**src/verilog/cch_defs.vh**
```
// Constants for the common command handler
`ifndef CCH_DEFS_VH
`define CCH_DEFS_VH
`define CCH_A_CMD      4'h0
`define CCH_A_ARG      4'h1
`define CCH_A_RESP     4'h2
`define CCH_A_STAT     4'h3
`define CCH_A_ESE      4'h4
`define CCH_A_ESR      4'h5
`define CCH_A_SRE      4'h6
`define CCH_A_STB      4'h7
`define CCH_A_CHAN     4'h8
`define CCH_A_SCAN     4'h9
`define CCH_A_IRQST    4'ha
`define CCH_A_IRQMSK   4'hb
`define CCH_A_OPER     4'hc
`define CCH_OP_CLS     4'h1
`define CCH_OP_ESE     4'h2
`define CCH_OP_ESEQ    4'h3
`define CCH_OP_ESRQ    4'h4
`define CCH_OP_IDNQ    4'h5
`define CCH_OP_OPC     4'h6
`define CCH_OP_OPCQ    4'h7
`define CCH_OP_RCL     4'h8
`define CCH_OP_RST     4'h9
`define CCH_OP_SAV     4'ha
`define CCH_OP_SRE     4'hb
`define CCH_OP_SREQ    4'hc
`define CCH_OP_STBQ    4'hd
`define CCH_OP_TRG     4'he
`define CCH_OP_TSTQ    4'hf
`define CCH_OP_WAI     4'h0
`define CCH_ESR_OPC    0
`define CCH_STB_ESB    5
`define CCH_STB_RQS    6
`define CCH_STB_OPER   7
`define CCH_TRIG_BUS   3'h0
`define CCH_TRIG_EXT   3'h1
`define CCH_TRIG_HOLD  3'h2
`define CCH_TRIG_IMM   3'h3
`define CCH_TRIG_TTLT  3'h4
`define CCH_TST_PASS   16'h0000
`define CCH_TST_FW     16'hcc01
`define CCH_TST_BUS    16'hcc02
`define CCH_TST_IRQ    16'hcc10
`define CCH_TST_BUSY   16'hcc11
`define CCH_OPC_ONE    32'h0000_0001
`define CCH_BUSY_MS    10
`define CCH_CLK_KHZ    25000
`define CCH_SLOTS      10
`define CCH_IRQ_DONE   0
`define CCH_IRQ_RESP   1
`define CCH_IRQ_TRG    2
`define CCH_BAD_ADDR   32'hdead_0bad
`endif

```
**src/verilog/cch_top.v**
```verilog
// Common command handler with AXI4-Lite register access
`timescale 1ns/1ps
`include "cch_defs.vh"
module cch_top #(
    parameter        IDN_WORD   = 32'h1234_5678, // Arbitrary identity value
    parameter [31:0] BUSY_TICKS = (`CCH_BUSY_MS * `CCH_CLK_KHZ)
) (
    input  wire        aclk,
    input  wire        aresetn,
    input  wire [31:0] s_axil_awaddr,
    input  wire        s_axil_awvalid,
    output wire        s_axil_awready,
    input  wire [31:0] s_axil_wdata,
    input  wire [3:0]  s_axil_wstrb,
    input  wire        s_axil_wvalid,
    output wire        s_axil_wready,
    output reg  [1:0]  s_axil_bresp,
    output reg         s_axil_bvalid,
    input  wire        s_axil_bready,
    input  wire [31:0] s_axil_araddr,
    input  wire        s_axil_arvalid,
    output wire        s_axil_arready,
    output reg  [31:0] s_axil_rdata,
    output reg  [1:0]  s_axil_rresp,
    output reg         s_axil_rvalid,
    input  wire        s_axil_rready,
    input  wire        ops_pending,
    input  wire        st_fw_err,
    input  wire        st_bus_err,
    input  wire        st_irq_seen,
    input  wire        st_busy,
    input  wire [7:0]  oper_event_in,
    output reg  [15:0] chan_close_r,
    output reg         scan_step_r,
    output wire        srq,
    output wire        irq
);
    localparam ST_IDLE = 4'b0001;
    localparam ST_WAIT = 4'b0010;
    localparam ST_TEST = 4'b0100;
    localparam ST_DONE = 4'b1000;

    reg  [3:0]  state_r;
    reg  [3:0]  op_r;
    reg  [31:0] arg_r;
    reg  [31:0] resp_r;
    reg         resp_vld_r;
    reg  [7:0]  ese_r;
    reg  [7:0]  esr_r;
    reg  [7:0]  sre_r;
    reg  [7:0]  oper_r;
    reg         opc_req_r;
    reg         scan_en_r;
    reg  [2:0]  trig_src_r;
    reg  [2:0]  irq_st_r;
    reg  [2:0]  irq_msk_r;
    reg  [31:0] tcnt_r;
    reg         busy_ok_r;
    reg  [15:0] slot_mem [0:`CCH_SLOTS-1];
    reg  [3:0]  aw_a_r;
    reg         aw_have_r;
    reg  [31:0] w_d_r;
    reg         w_have_r;
    reg         ar_busy_r;
    integer     i;

    wire [7:0] stb_w;
    wire       do_wr;
    wire       cmd_go;
    wire       done_ev;
    wire       resp_ev;
    wire       trg_ev;
    wire       rd_esr;
    wire       rd_resp;
    wire       esb_w;
    wire       rqs_w;
    wire [3:0] ar_idx;

    function ok_slot;
        input [31:0] a;
        begin
            ok_slot = (a < `CCH_SLOTS);
        end
    endfunction

    function [3:0] word_idx;
        input [31:0] a;
        begin
            word_idx = a[5:2];
        end
    endfunction

    function is_query;
        input [3:0] op;
        begin
            is_query = (op == `CCH_OP_ESEQ) || (op == `CCH_OP_ESRQ) || (op == `CCH_OP_IDNQ) ||
                       (op == `CCH_OP_OPCQ) || (op == `CCH_OP_SREQ) || (op == `CCH_OP_STBQ) ||
                       (op == `CCH_OP_TSTQ);
        end
    endfunction

    // Status byte with summary bits
    assign esb_w  = |(esr_r & ese_r);
    assign rqs_w  = |({1'b0, esb_w, 5'h00} & sre_r[6:0]);
    assign stb_w  = {(|oper_r), rqs_w, esb_w, 5'h00};
    assign ar_idx = word_idx(s_axil_araddr);

    assign srq = stb_w[`CCH_STB_RQS];
    assign irq = |(irq_st_r & irq_msk_r);

    assign s_axil_awready = !aw_have_r && !s_axil_bvalid;
    assign s_axil_wready  = !w_have_r && !s_axil_bvalid;
    assign s_axil_arready = !ar_busy_r;
    assign do_wr   = aw_have_r && w_have_r && !s_axil_bvalid;
    // Commands accepted only while idle
    assign cmd_go  = do_wr && (aw_a_r == `CCH_A_CMD) && (state_r == ST_IDLE);
    assign rd_esr  = s_axil_arvalid && s_axil_arready && (ar_idx == `CCH_A_ESR);
    assign rd_resp = s_axil_arvalid && s_axil_arready && (ar_idx == `CCH_A_RESP);
    assign done_ev = (state_r == ST_DONE);
    assign resp_ev = done_ev && is_query(op_r);
    assign trg_ev  = done_ev && (op_r == `CCH_OP_TRG) && scan_en_r && (trig_src_r == `CCH_TRIG_BUS);

    // Write channels
    always @(posedge aclk) begin
        if (!aresetn) begin
            aw_have_r     <= 1'b0;
            w_have_r      <= 1'b0;
            aw_a_r        <= 4'h0;
            w_d_r         <= 32'h0000_0000;
            s_axil_bvalid <= 1'b0;
            s_axil_bresp  <= 2'h0;
        end else begin
            if (s_axil_awvalid && s_axil_awready) begin
                aw_have_r <= 1'b1;
                aw_a_r    <= word_idx(s_axil_awaddr);
            end
            if (s_axil_wvalid && s_axil_wready) begin
                w_have_r <= 1'b1;
                w_d_r    <= s_axil_wdata;
            end
            if (do_wr) begin
                aw_have_r     <= 1'b0;
                w_have_r      <= 1'b0;
                s_axil_bvalid <= 1'b1;
                s_axil_bresp  <= (aw_a_r > `CCH_A_OPER) ? 2'h2 : 2'h0;
            end else if (s_axil_bvalid && s_axil_bready) begin
                s_axil_bvalid <= 1'b0;
            end
        end
    end

    // Read channel
    always @(posedge aclk) begin
        if (!aresetn) begin
            ar_busy_r     <= 1'b0;
            s_axil_rvalid <= 1'b0;
            s_axil_rdata  <= 32'h0000_0000;
            s_axil_rresp  <= 2'h0;
        end else if (s_axil_arvalid && s_axil_arready) begin
            ar_busy_r     <= 1'b1;
            s_axil_rvalid <= 1'b1;
            s_axil_rresp  <= 2'h0;
            if (s_axil_araddr[5:2] == `CCH_A_CMD)
                s_axil_rdata <= {28'h0, op_r};
            else if (s_axil_araddr[5:2] == `CCH_A_ARG)
                s_axil_rdata <= arg_r;
            else if (s_axil_araddr[5:2] == `CCH_A_RESP)
                s_axil_rdata <= resp_r;
            else if (s_axil_araddr[5:2] == `CCH_A_STAT)
                s_axil_rdata <= {27'h0, resp_vld_r, opc_req_r, (state_r != ST_IDLE), 2'h0};
            else if (s_axil_araddr[5:2] == `CCH_A_ESE)
                s_axil_rdata <= {24'h0, ese_r};
            else if (s_axil_araddr[5:2] == `CCH_A_ESR)
                s_axil_rdata <= {24'h0, esr_r};
            else if (s_axil_araddr[5:2] == `CCH_A_SRE)
                s_axil_rdata <= {24'h0, sre_r};
            else if (s_axil_araddr[5:2] == `CCH_A_STB)
                s_axil_rdata <= {24'h0, stb_w};
            else if (s_axil_araddr[5:2] == `CCH_A_CHAN)
                s_axil_rdata <= {16'h0, chan_close_r};
            else if (s_axil_araddr[5:2] == `CCH_A_SCAN)
                s_axil_rdata <= {28'h0, trig_src_r, scan_en_r};
            else if (s_axil_araddr[5:2] == `CCH_A_IRQST)
                s_axil_rdata <= {29'h0, irq_st_r};
            else if (s_axil_araddr[5:2] == `CCH_A_IRQMSK)
                s_axil_rdata <= {29'h0, irq_msk_r};
            else if (s_axil_araddr[5:2] == `CCH_A_OPER)
                s_axil_rdata <= {24'h0, oper_r};
            else begin
                s_axil_rdata <= `CCH_BAD_ADDR;
                s_axil_rresp <= 2'h2;
            end
        end else if (s_axil_rvalid && s_axil_rready) begin
            s_axil_rvalid <= 1'b0;
            ar_busy_r     <= 1'b0;
        end
    end

    // Command engine
    always @(posedge aclk) begin
        if (!aresetn) begin
            state_r      <= ST_IDLE;
            op_r         <= 4'h0;
            arg_r        <= 32'h0000_0000;
            resp_r       <= 32'h0000_0000;
            resp_vld_r   <= 1'b0;
            ese_r        <= 8'h00;
            esr_r        <= 8'h00;
            sre_r        <= 8'h00;
            oper_r       <= 8'h00;
            opc_req_r    <= 1'b0;
            scan_en_r    <= 1'b0;
            trig_src_r   <= `CCH_TRIG_IMM;
            chan_close_r <= 16'h0000;
            scan_step_r  <= 1'b0;
            irq_st_r     <= 3'h0;
            irq_msk_r    <= 3'h0;
            tcnt_r       <= 32'h0000_0000;
            busy_ok_r    <= 1'b0;
            for (i = 0; i < `CCH_SLOTS; i = i + 1) begin
                slot_mem[i] <= 16'h0000;
            end
        end else begin
            scan_step_r <= trg_ev;
            oper_r      <= oper_r | oper_event_in;
            if (rd_resp) begin
                resp_vld_r <= 1'b0;
            end
            if (rd_esr) begin
                esr_r <= 8'h00;
            end
            if (do_wr && aw_a_r == `CCH_A_ARG) begin
                arg_r <= w_d_r;
            end
            if (do_wr && aw_a_r == `CCH_A_CHAN) begin
                chan_close_r <= w_d_r[15:0];
            end
            if (do_wr && aw_a_r == `CCH_A_SCAN) begin
                scan_en_r  <= w_d_r[0];
                trig_src_r <= w_d_r[3:1];
            end
            if (do_wr && aw_a_r == `CCH_A_IRQMSK) begin
                irq_msk_r <= w_d_r[2:0];
            end
            // Set wins over write-one-clear
            irq_st_r <= ((do_wr && aw_a_r == `CCH_A_IRQST) ? (irq_st_r & ~w_d_r[2:0]) : irq_st_r)
                        | {trg_ev, resp_ev, done_ev};
            case (state_r)
                ST_IDLE: begin
                    if (cmd_go) begin
                        op_r <= w_d_r[3:0];
                        if (w_d_r[3:0] == `CCH_OP_TSTQ) begin
                            tcnt_r    <= 32'h0000_0000;
                            busy_ok_r <= 1'b1;
                            state_r   <= ST_TEST;
                        end else if (w_d_r[3:0] == `CCH_OP_OPC || w_d_r[3:0] == `CCH_OP_OPCQ ||
                                     w_d_r[3:0] == `CCH_OP_WAI) begin
                            state_r <= ST_WAIT;
                        end else begin
                            state_r <= ST_DONE;
                        end
                    end
                end
                ST_WAIT: begin
                    if (!ops_pending) begin
                        state_r <= ST_DONE;
                    end
                end
                ST_TEST: begin
                    tcnt_r <= tcnt_r + 32'h0000_0001;
                    if (!st_busy) begin
                        busy_ok_r <= 1'b0;
                    end
                    if (tcnt_r >= BUSY_TICKS - 32'h0000_0001) begin
                        state_r <= ST_DONE;
                    end
                end
                ST_DONE: begin
                    state_r <= ST_IDLE;
                    case (op_r)
                        `CCH_OP_CLS: begin
                            esr_r     <= 8'h00;
                            oper_r    <= 8'h00;
                            opc_req_r <= 1'b0;
                            irq_st_r  <= 3'h0;
                        end
                        `CCH_OP_ESE: begin
                            ese_r <= arg_r[7:0];
                        end
                        `CCH_OP_ESEQ: begin
                            resp_r <= {24'h0, ese_r};
                        end
                        `CCH_OP_ESRQ: begin
                            resp_r <= {24'h0, esr_r};
                            esr_r  <= 8'h00;
                        end
                        `CCH_OP_IDNQ: begin
                            resp_r <= IDN_WORD;
                        end
                        `CCH_OP_OPC: begin
                            opc_req_r            <= 1'b1;
                            esr_r[`CCH_ESR_OPC]  <= 1'b1;
                        end
                        `CCH_OP_OPCQ: begin
                            resp_r <= `CCH_OPC_ONE;
                        end
                        `CCH_OP_RCL: begin
                            if (ok_slot(arg_r)) begin
                                chan_close_r <= slot_mem[arg_r[3:0]];
                            end
                        end
                        `CCH_OP_SAV: begin
                            if (ok_slot(arg_r)) begin
                                slot_mem[arg_r[3:0]] <= chan_close_r;
                            end
                        end
                        `CCH_OP_RST: begin
                            chan_close_r <= 16'h0000;
                            scan_en_r    <= 1'b0;
                            trig_src_r   <= `CCH_TRIG_IMM;
                        end
                        `CCH_OP_SRE: begin
                            sre_r <= {1'b0, arg_r[6:0]};
                        end
                        `CCH_OP_SREQ: begin
                            resp_r <= {24'h0, sre_r};
                        end
                        `CCH_OP_STBQ: begin
                            resp_r <= {24'h0, stb_w};
                        end
                        `CCH_OP_TSTQ: begin
                            if (st_fw_err) begin
                                resp_r <= {16'h0, `CCH_TST_FW};
                            end else if (st_bus_err) begin
                                resp_r <= {16'h0, `CCH_TST_BUS};
                            end else if (!st_irq_seen) begin
                                resp_r <= {16'h0, `CCH_TST_IRQ};
                            end else if (!busy_ok_r) begin
                                resp_r <= {16'h0, `CCH_TST_BUSY};
                            end else begin
                                resp_r <= {16'h0, `CCH_TST_PASS};
                            end
                        end
                        default: ;
                    endcase
                    if (resp_ev) begin
                        resp_vld_r <= 1'b1;
                    end
                end
                default: state_r <= ST_IDLE;
            endcase
        end
    end
endmodule

```
**config.mk**
```make
export PLATFORM = sky130hd
export DESIGN_NAME = cch_top
export DESIGN_NICKNAME = d
export VERILOG_FILES = /design/src/verilog/cch_top.v
export VERILOG_INCLUDE_DIRS = /design/src /design/src/verilog
export SDC_FILE = /design/constraint.sdc
export NUM_CORES = 1
export LEC_CHECK = 0
export BUFFER_PORTS_ARGS = -buffer_cell sky130_fd_sc_hd__clkbuf_2
export CAP_MARGIN = 15
export CORE_ASPECT_RATIO = 0.75
export CORE_UTILIZATION = 56
export CTS_BUF_LIST = sky130_fd_sc_hd__clkbuf_8
export CTS_CLUSTER_SIZE = 14
export DETAILED_ROUTE_END_ITERATION = 6
export PLACE_DENSITY = 0.78
export SLEW_MARGIN = 20
export SYNTH_ARGS = -nofsm -noshare
export SYNTH_HDL_FRONTEND = slang
export SYNTH_SLANG_ARGS = --single-unit
```
**constraint.sdc**
```tcl
create_clock -name aclk -period 3.2 [get_ports aclk]
set_clock_uncertainty 0.2 [all_clocks]
set_input_delay 0.32 -clock aclk [delete_from_list [all_inputs] [get_ports aclk]]
set_output_delay 0.32 -clock aclk [all_outputs]
set_load 0.03 [all_outputs]
```
Yosys cells after proc, flatten, opt, wreduce, memory -nomap -nowiden

Memory sizes are Yosys's and may differ from the RTL's. A register that Yosys moved wholly into a read port is not among the register bits.
Cells that the tools add are included.

Register bits: 241
Bits in writable memories: 160
Output and inout port bits: 60
Memories: 1

Memory list:

| memory   | words | bits a word | rd ports | clocked after memory_dff | write ports | line         | text |
|---|---|---|---|---|---|---|---|
| slot_mem | 10    | 16          | 1        | 1                        | 10          | cch_top.v:59 | `` reg [15:0] slot_mem [0:`CCH_SLOTS-1]; `` |

Add/subtract/negate cells: 1
$lt $le $gt $ge: 3
Eq/ne operators: 45
Muxes and demuxes: 83
Bitwise logic cells: 8
Reduce and logical (&&, ||, !) cells: 58

Operators with widths:

| operator              | number |
|---|---|
| $mux 32               | 15 |
| $pmux 32 s7           | 1 |
| $mux 16               | 8 |
| $eq 4x4->1 const B    | 19 |
| $pmux 32 s2           | 1 |
| $eq 4x3->1 const B    | 11 |
| $add 32x1->32 const B | 1 |
| $ge 32x18->1 const B  | 1 |
| $lt 32x4->1 const B   | 1 |
| $mux 4                | 8 |
| $mux 8                | 4 |
| $pmux 16 s2           | 1 |
| $mux 2                | 14 |
| $logic_and 1x1->1     | 22 |
| $eq 4x2->1 const B    | 5 |
| $mux 1                | 20 |
| $mux 3                | 6 |
| $eq 4x1->1 const B    | 4 |
| $reduce_or 16->1      | 1 |
| $reduce_or 8->1       | 2 |
| $logic_not 4->1       | 3 |
| $pmux 4 s3            | 1 |
| $reduce_and 2->1      | 5 |
| $and 8x8->8           | 1 |
| 22 further kinds      | 43 |

Depth between registers and ports, before layout

Word-level depth: 14
Mapped depth: 9
Depth with buffers taken out: 6

Worst setup path after synthesis

OpenSTA, ideal clock, no wires.

Kind: reg2reg
Start point: reg state_r[0]
End point: mem slot_mem[7][0], enable pin
Library setup time: 0.411 ns
Arrival time: 2.827 ns
Slack: -0.238 ns
Stages on the path, launching flop included: 7
Buffers on the path: 2
Period minus slack after synthesis: 3.438 ns
Cells stage by stage: dfxtp_1 buf_6 nor4b_4 nand2_2 or4_1 buf_6 o21ai_0

RTL lines:

| item                   | line          | text |
|---|---|---|
| from (decl)            | cch_top.v:43  | `reg [3:0] state_r;` |
| from (signal assigned) | cch_top.v:202 | `state_r <= ST_IDLE;` |
| from (signal assigned) | cch_top.v:255 | `state_r <= ST_TEST;` |
| from (signal assigned) | cch_top.v:258 | `state_r <= ST_WAIT;` |
| to (decl)              | cch_top.v:59  |  |

==> run summary <==
library cells used by synthesis - 75
commonest non-fill, non-tap cells in the layout - 256 x edfxtp_1, 219 x dfxtp_1, 216 x nand2_1
Ports - 180
total grt overflow - 0
Worst Max-Slew Pin Slew - 0.937 ns
core area - 37,000 sq um
Yosys top cell area share - 0.365
initial antenna violation count - 1
number of fillers in the final layout - 2,771
H-Tree Depth - 3
period utilization - 0.948
DP Wirelength - 39,500 um
setup TNS - 0 ns
later-pin clock latency in the skew report - 0.64 ns
PwrDens - 500 nW/um^2
Max-slew headroom - 0.376
met1 wire length - 24,000 um
top sig layer - met5
main area contributors after synthesis - edfxtp_1 37%, dfxtp_1 21%, mux4_2 6.8%
layout cell share with drive strength beyond 1 - 0.184
crit path time final - 3.03 ns
status - complete, but fails checks
Hold Crit Class - in -> reg
Hold Fails Final Rpt - 0
final wirelength - 58,500 um
Routed WL per cell - 21.5 um
num rows - 61
Synth area leader - edfxtp_1
max cap viols - 0
Post-DP Area - 22,800 sq um
Die Span Y - 170 um
routability cong. - 0.997
DRT Pass-1 Iters - 7
pins over their slew limit - 0
WP data arrival - 3.18 ns
commonest non-fill, non-tap cell in the layout - edfxtp_1
failing checks - design-rule violations
Post-DRT Antenna Nets - 0
Clock Sinks - 478
vias per cell - 5.96
Async SR Flop Fraction - 0
Critical Path Start Type - flip-flop
fin cells - 2,719
Die ar. - 38,400 sq um
CP Capture Type - flip-flop
gr usage total - 0.310
wire length of the first global-routing pass - 89,200 um
CTS Buf Count - 73
Vias - 16,204
port buffer count - 117
Area Growth Syn to Fin - 17.4%
DP Cell Count - 2,546
area of the multi-input gates - 8630 sq um
sequential fraction of the synthesis area - 0.576
Worst-path clk slew - 0.06 ns
Final Cell Area - 24,700 sq um
Setup-failing EPs final - 0
Residual DRC - 2
clk buf depth - 3
largest net degree at the start of global routing - 93
Post-synth EDFFs - 256
detailed router's first-iteration violation count - 2,071
Post-CTS Setup Inserts - 0
synthesized area per cell - 11.2 sq um
Synth warnings - 0
sequential cell area - 12,100 sq um
Die X - 226 um
critical-path maximum fanout - 10
Mapped Area - 21,100 sq um
Final nets - 2,288
root buffer cell - clkbuf_8
f_max - 0.330 GHz
final core utilization - 0.668
initial core utilization - 0.569
CTS tree - built
Met3 Routed Length - 5780 um
peak supply drop - 450 uV
Post-Synthesis Cells - 1,882
critical path type - reg -> reg
post-synthesis register bit count - 478
Leak Pwr - 0.00934 uW
CP required - 3.34 ns
Antenna Cells - 0
top_reg_cell synth - edfxtp_1
RSZ-0062 raised after global routing - false
met2 wire length - 26,200 um
number of global-route vias before repair - 15,457
[logic make-up after synthesis]
group	after synthesis	synth area share
and+or+nand+nor	728	0.179
DFF	478	0.576
AOI/OAI and AO/OA	349	0.0993
buffers and inverters	168	0.0322
muxes	134	0.103
xor gates and xnor gates	23	0.00957
adders and majority gates	1	0.000594
other	1	0.000178
[layout make-up]
type	instances	area share
clock inverters	38	0.00795
repair buffers	261	0.0755
clock buffers	85	0.0473
flip-flops and latches	478	0.491
inverters	20	0.00314
multi-input cells	1333	0.349
well taps	504	0.0255
[final timing paths]
kind | startpoint | to | slack [ns] | cells past startpoint
min | s_axil_arvalid | s_axil_rdata[25] | 0.04 | 5
max reg2reg | arg_r[31] | slot_mem[4][7] | 0.17 | 6
max | arg_r[31] | slot_mem[4][7] | 0.17 | 6
min reg2reg | w_d_r[24] | arg_r[24] | 0.25 | 2
[power by group]
group	total, uW	switching, uW	internal, uW	leakage (uW)
clock	4830	2400	2430	0.000803
combinational	809	519	290	0.00409
sequential	6710	90.5	6620	0.00444
total	12300	3010	9330	0.00934
[registers in the layout, summed over array words and instances, names as in the netlist, 3 cells and up, named ones only]
register / flops
w_d_r: 32
sre_r: 7
resp_r: 11
ese_r: 8
esr_r: 8
tcnt_r: 32
irq_msk_r: 3
chan_close_r: 16
s_axil_rdata: 32
state_r: 4
trig_src_r: 3
op_r: 4
arg_r: 32
aw_a_r: 4
oper_r: 8
slot_mem: 256
[synth_stat cells, types with 5 or more instances]
| library cell | n |
|---|---|
| dfxtp_1 | 222 |
| nand2_1 | 216 |
| xor2_1 | 6 |
| o21ai_0 | 72 |
| a211oi_1 | 7 |
| a221oi_1 | 6 |
| o211ai_1 | 5 |
| or3_1 | 10 |
| o22ai_1 | 25 |
| a21oi_1 | 158 |
| edfxtp_1 | 256 |
| nand2b_1 | 23 |
| xnor2_1 | 17 |
| o221ai_1 | 5 |
| and2_1 | 171 |
| nand3_1 | 42 |
| mux2_2 | 20 |
| nor3_1 | 17 |
| nor2b_1 | 15 |
| a31oi_1 | 8 |
| clkbuf_1 | 118 |
| buf_1 | 18 |
| nand4_1 | 21 |
| and4_1 | 9 |
| nor2_1 | 131 |
| mux4_2 | 64 |
| a22o_1 | 6 |
| inv_1 | 19 |
| and3_1 | 15 |
| a22oi_1 | 10 |
| mux2i_1 | 50 |
| nor4_1 | 31 |
[critical path, cell delays in order, from the launching register on]
cell and delay, ns:
dfxtp_1 0.34, nor4_1 0.43, nand4_1 0.35, or4_4 0.67
nor4_4 0.33, nand2b_1 0.19, buf_4 0.22
[through the flow]
step | total power, uW | hold WS [ns] | setup WS [ns]
floorplan | 7260 | 0.232 | -0.238
finish | 12300 | 0.0441 | 0.166
global placement | 7540 | 0.243 | 0.212
detailed placement | 7570 | 0.247 | 0.163
global route | 12700 | 0.0183 | 0.0881
CTS | 12400 | 0.00189 | 0.146
[per-layer routing]
metal  vias up  track usage
met5         -            0
met4         2        0.142
met3       171       0.0768
met2       814        0.461
met1      7883        0.429
li1       7334            -
[what timing repair did]
action,CTS,global route
hold buffers,50,0
endpoints found under the hold margin,61,0
endpoints found under the setup margin,0,10
resized for setup,0,1
Note: power is estimated with default switching activity, not from simulation.
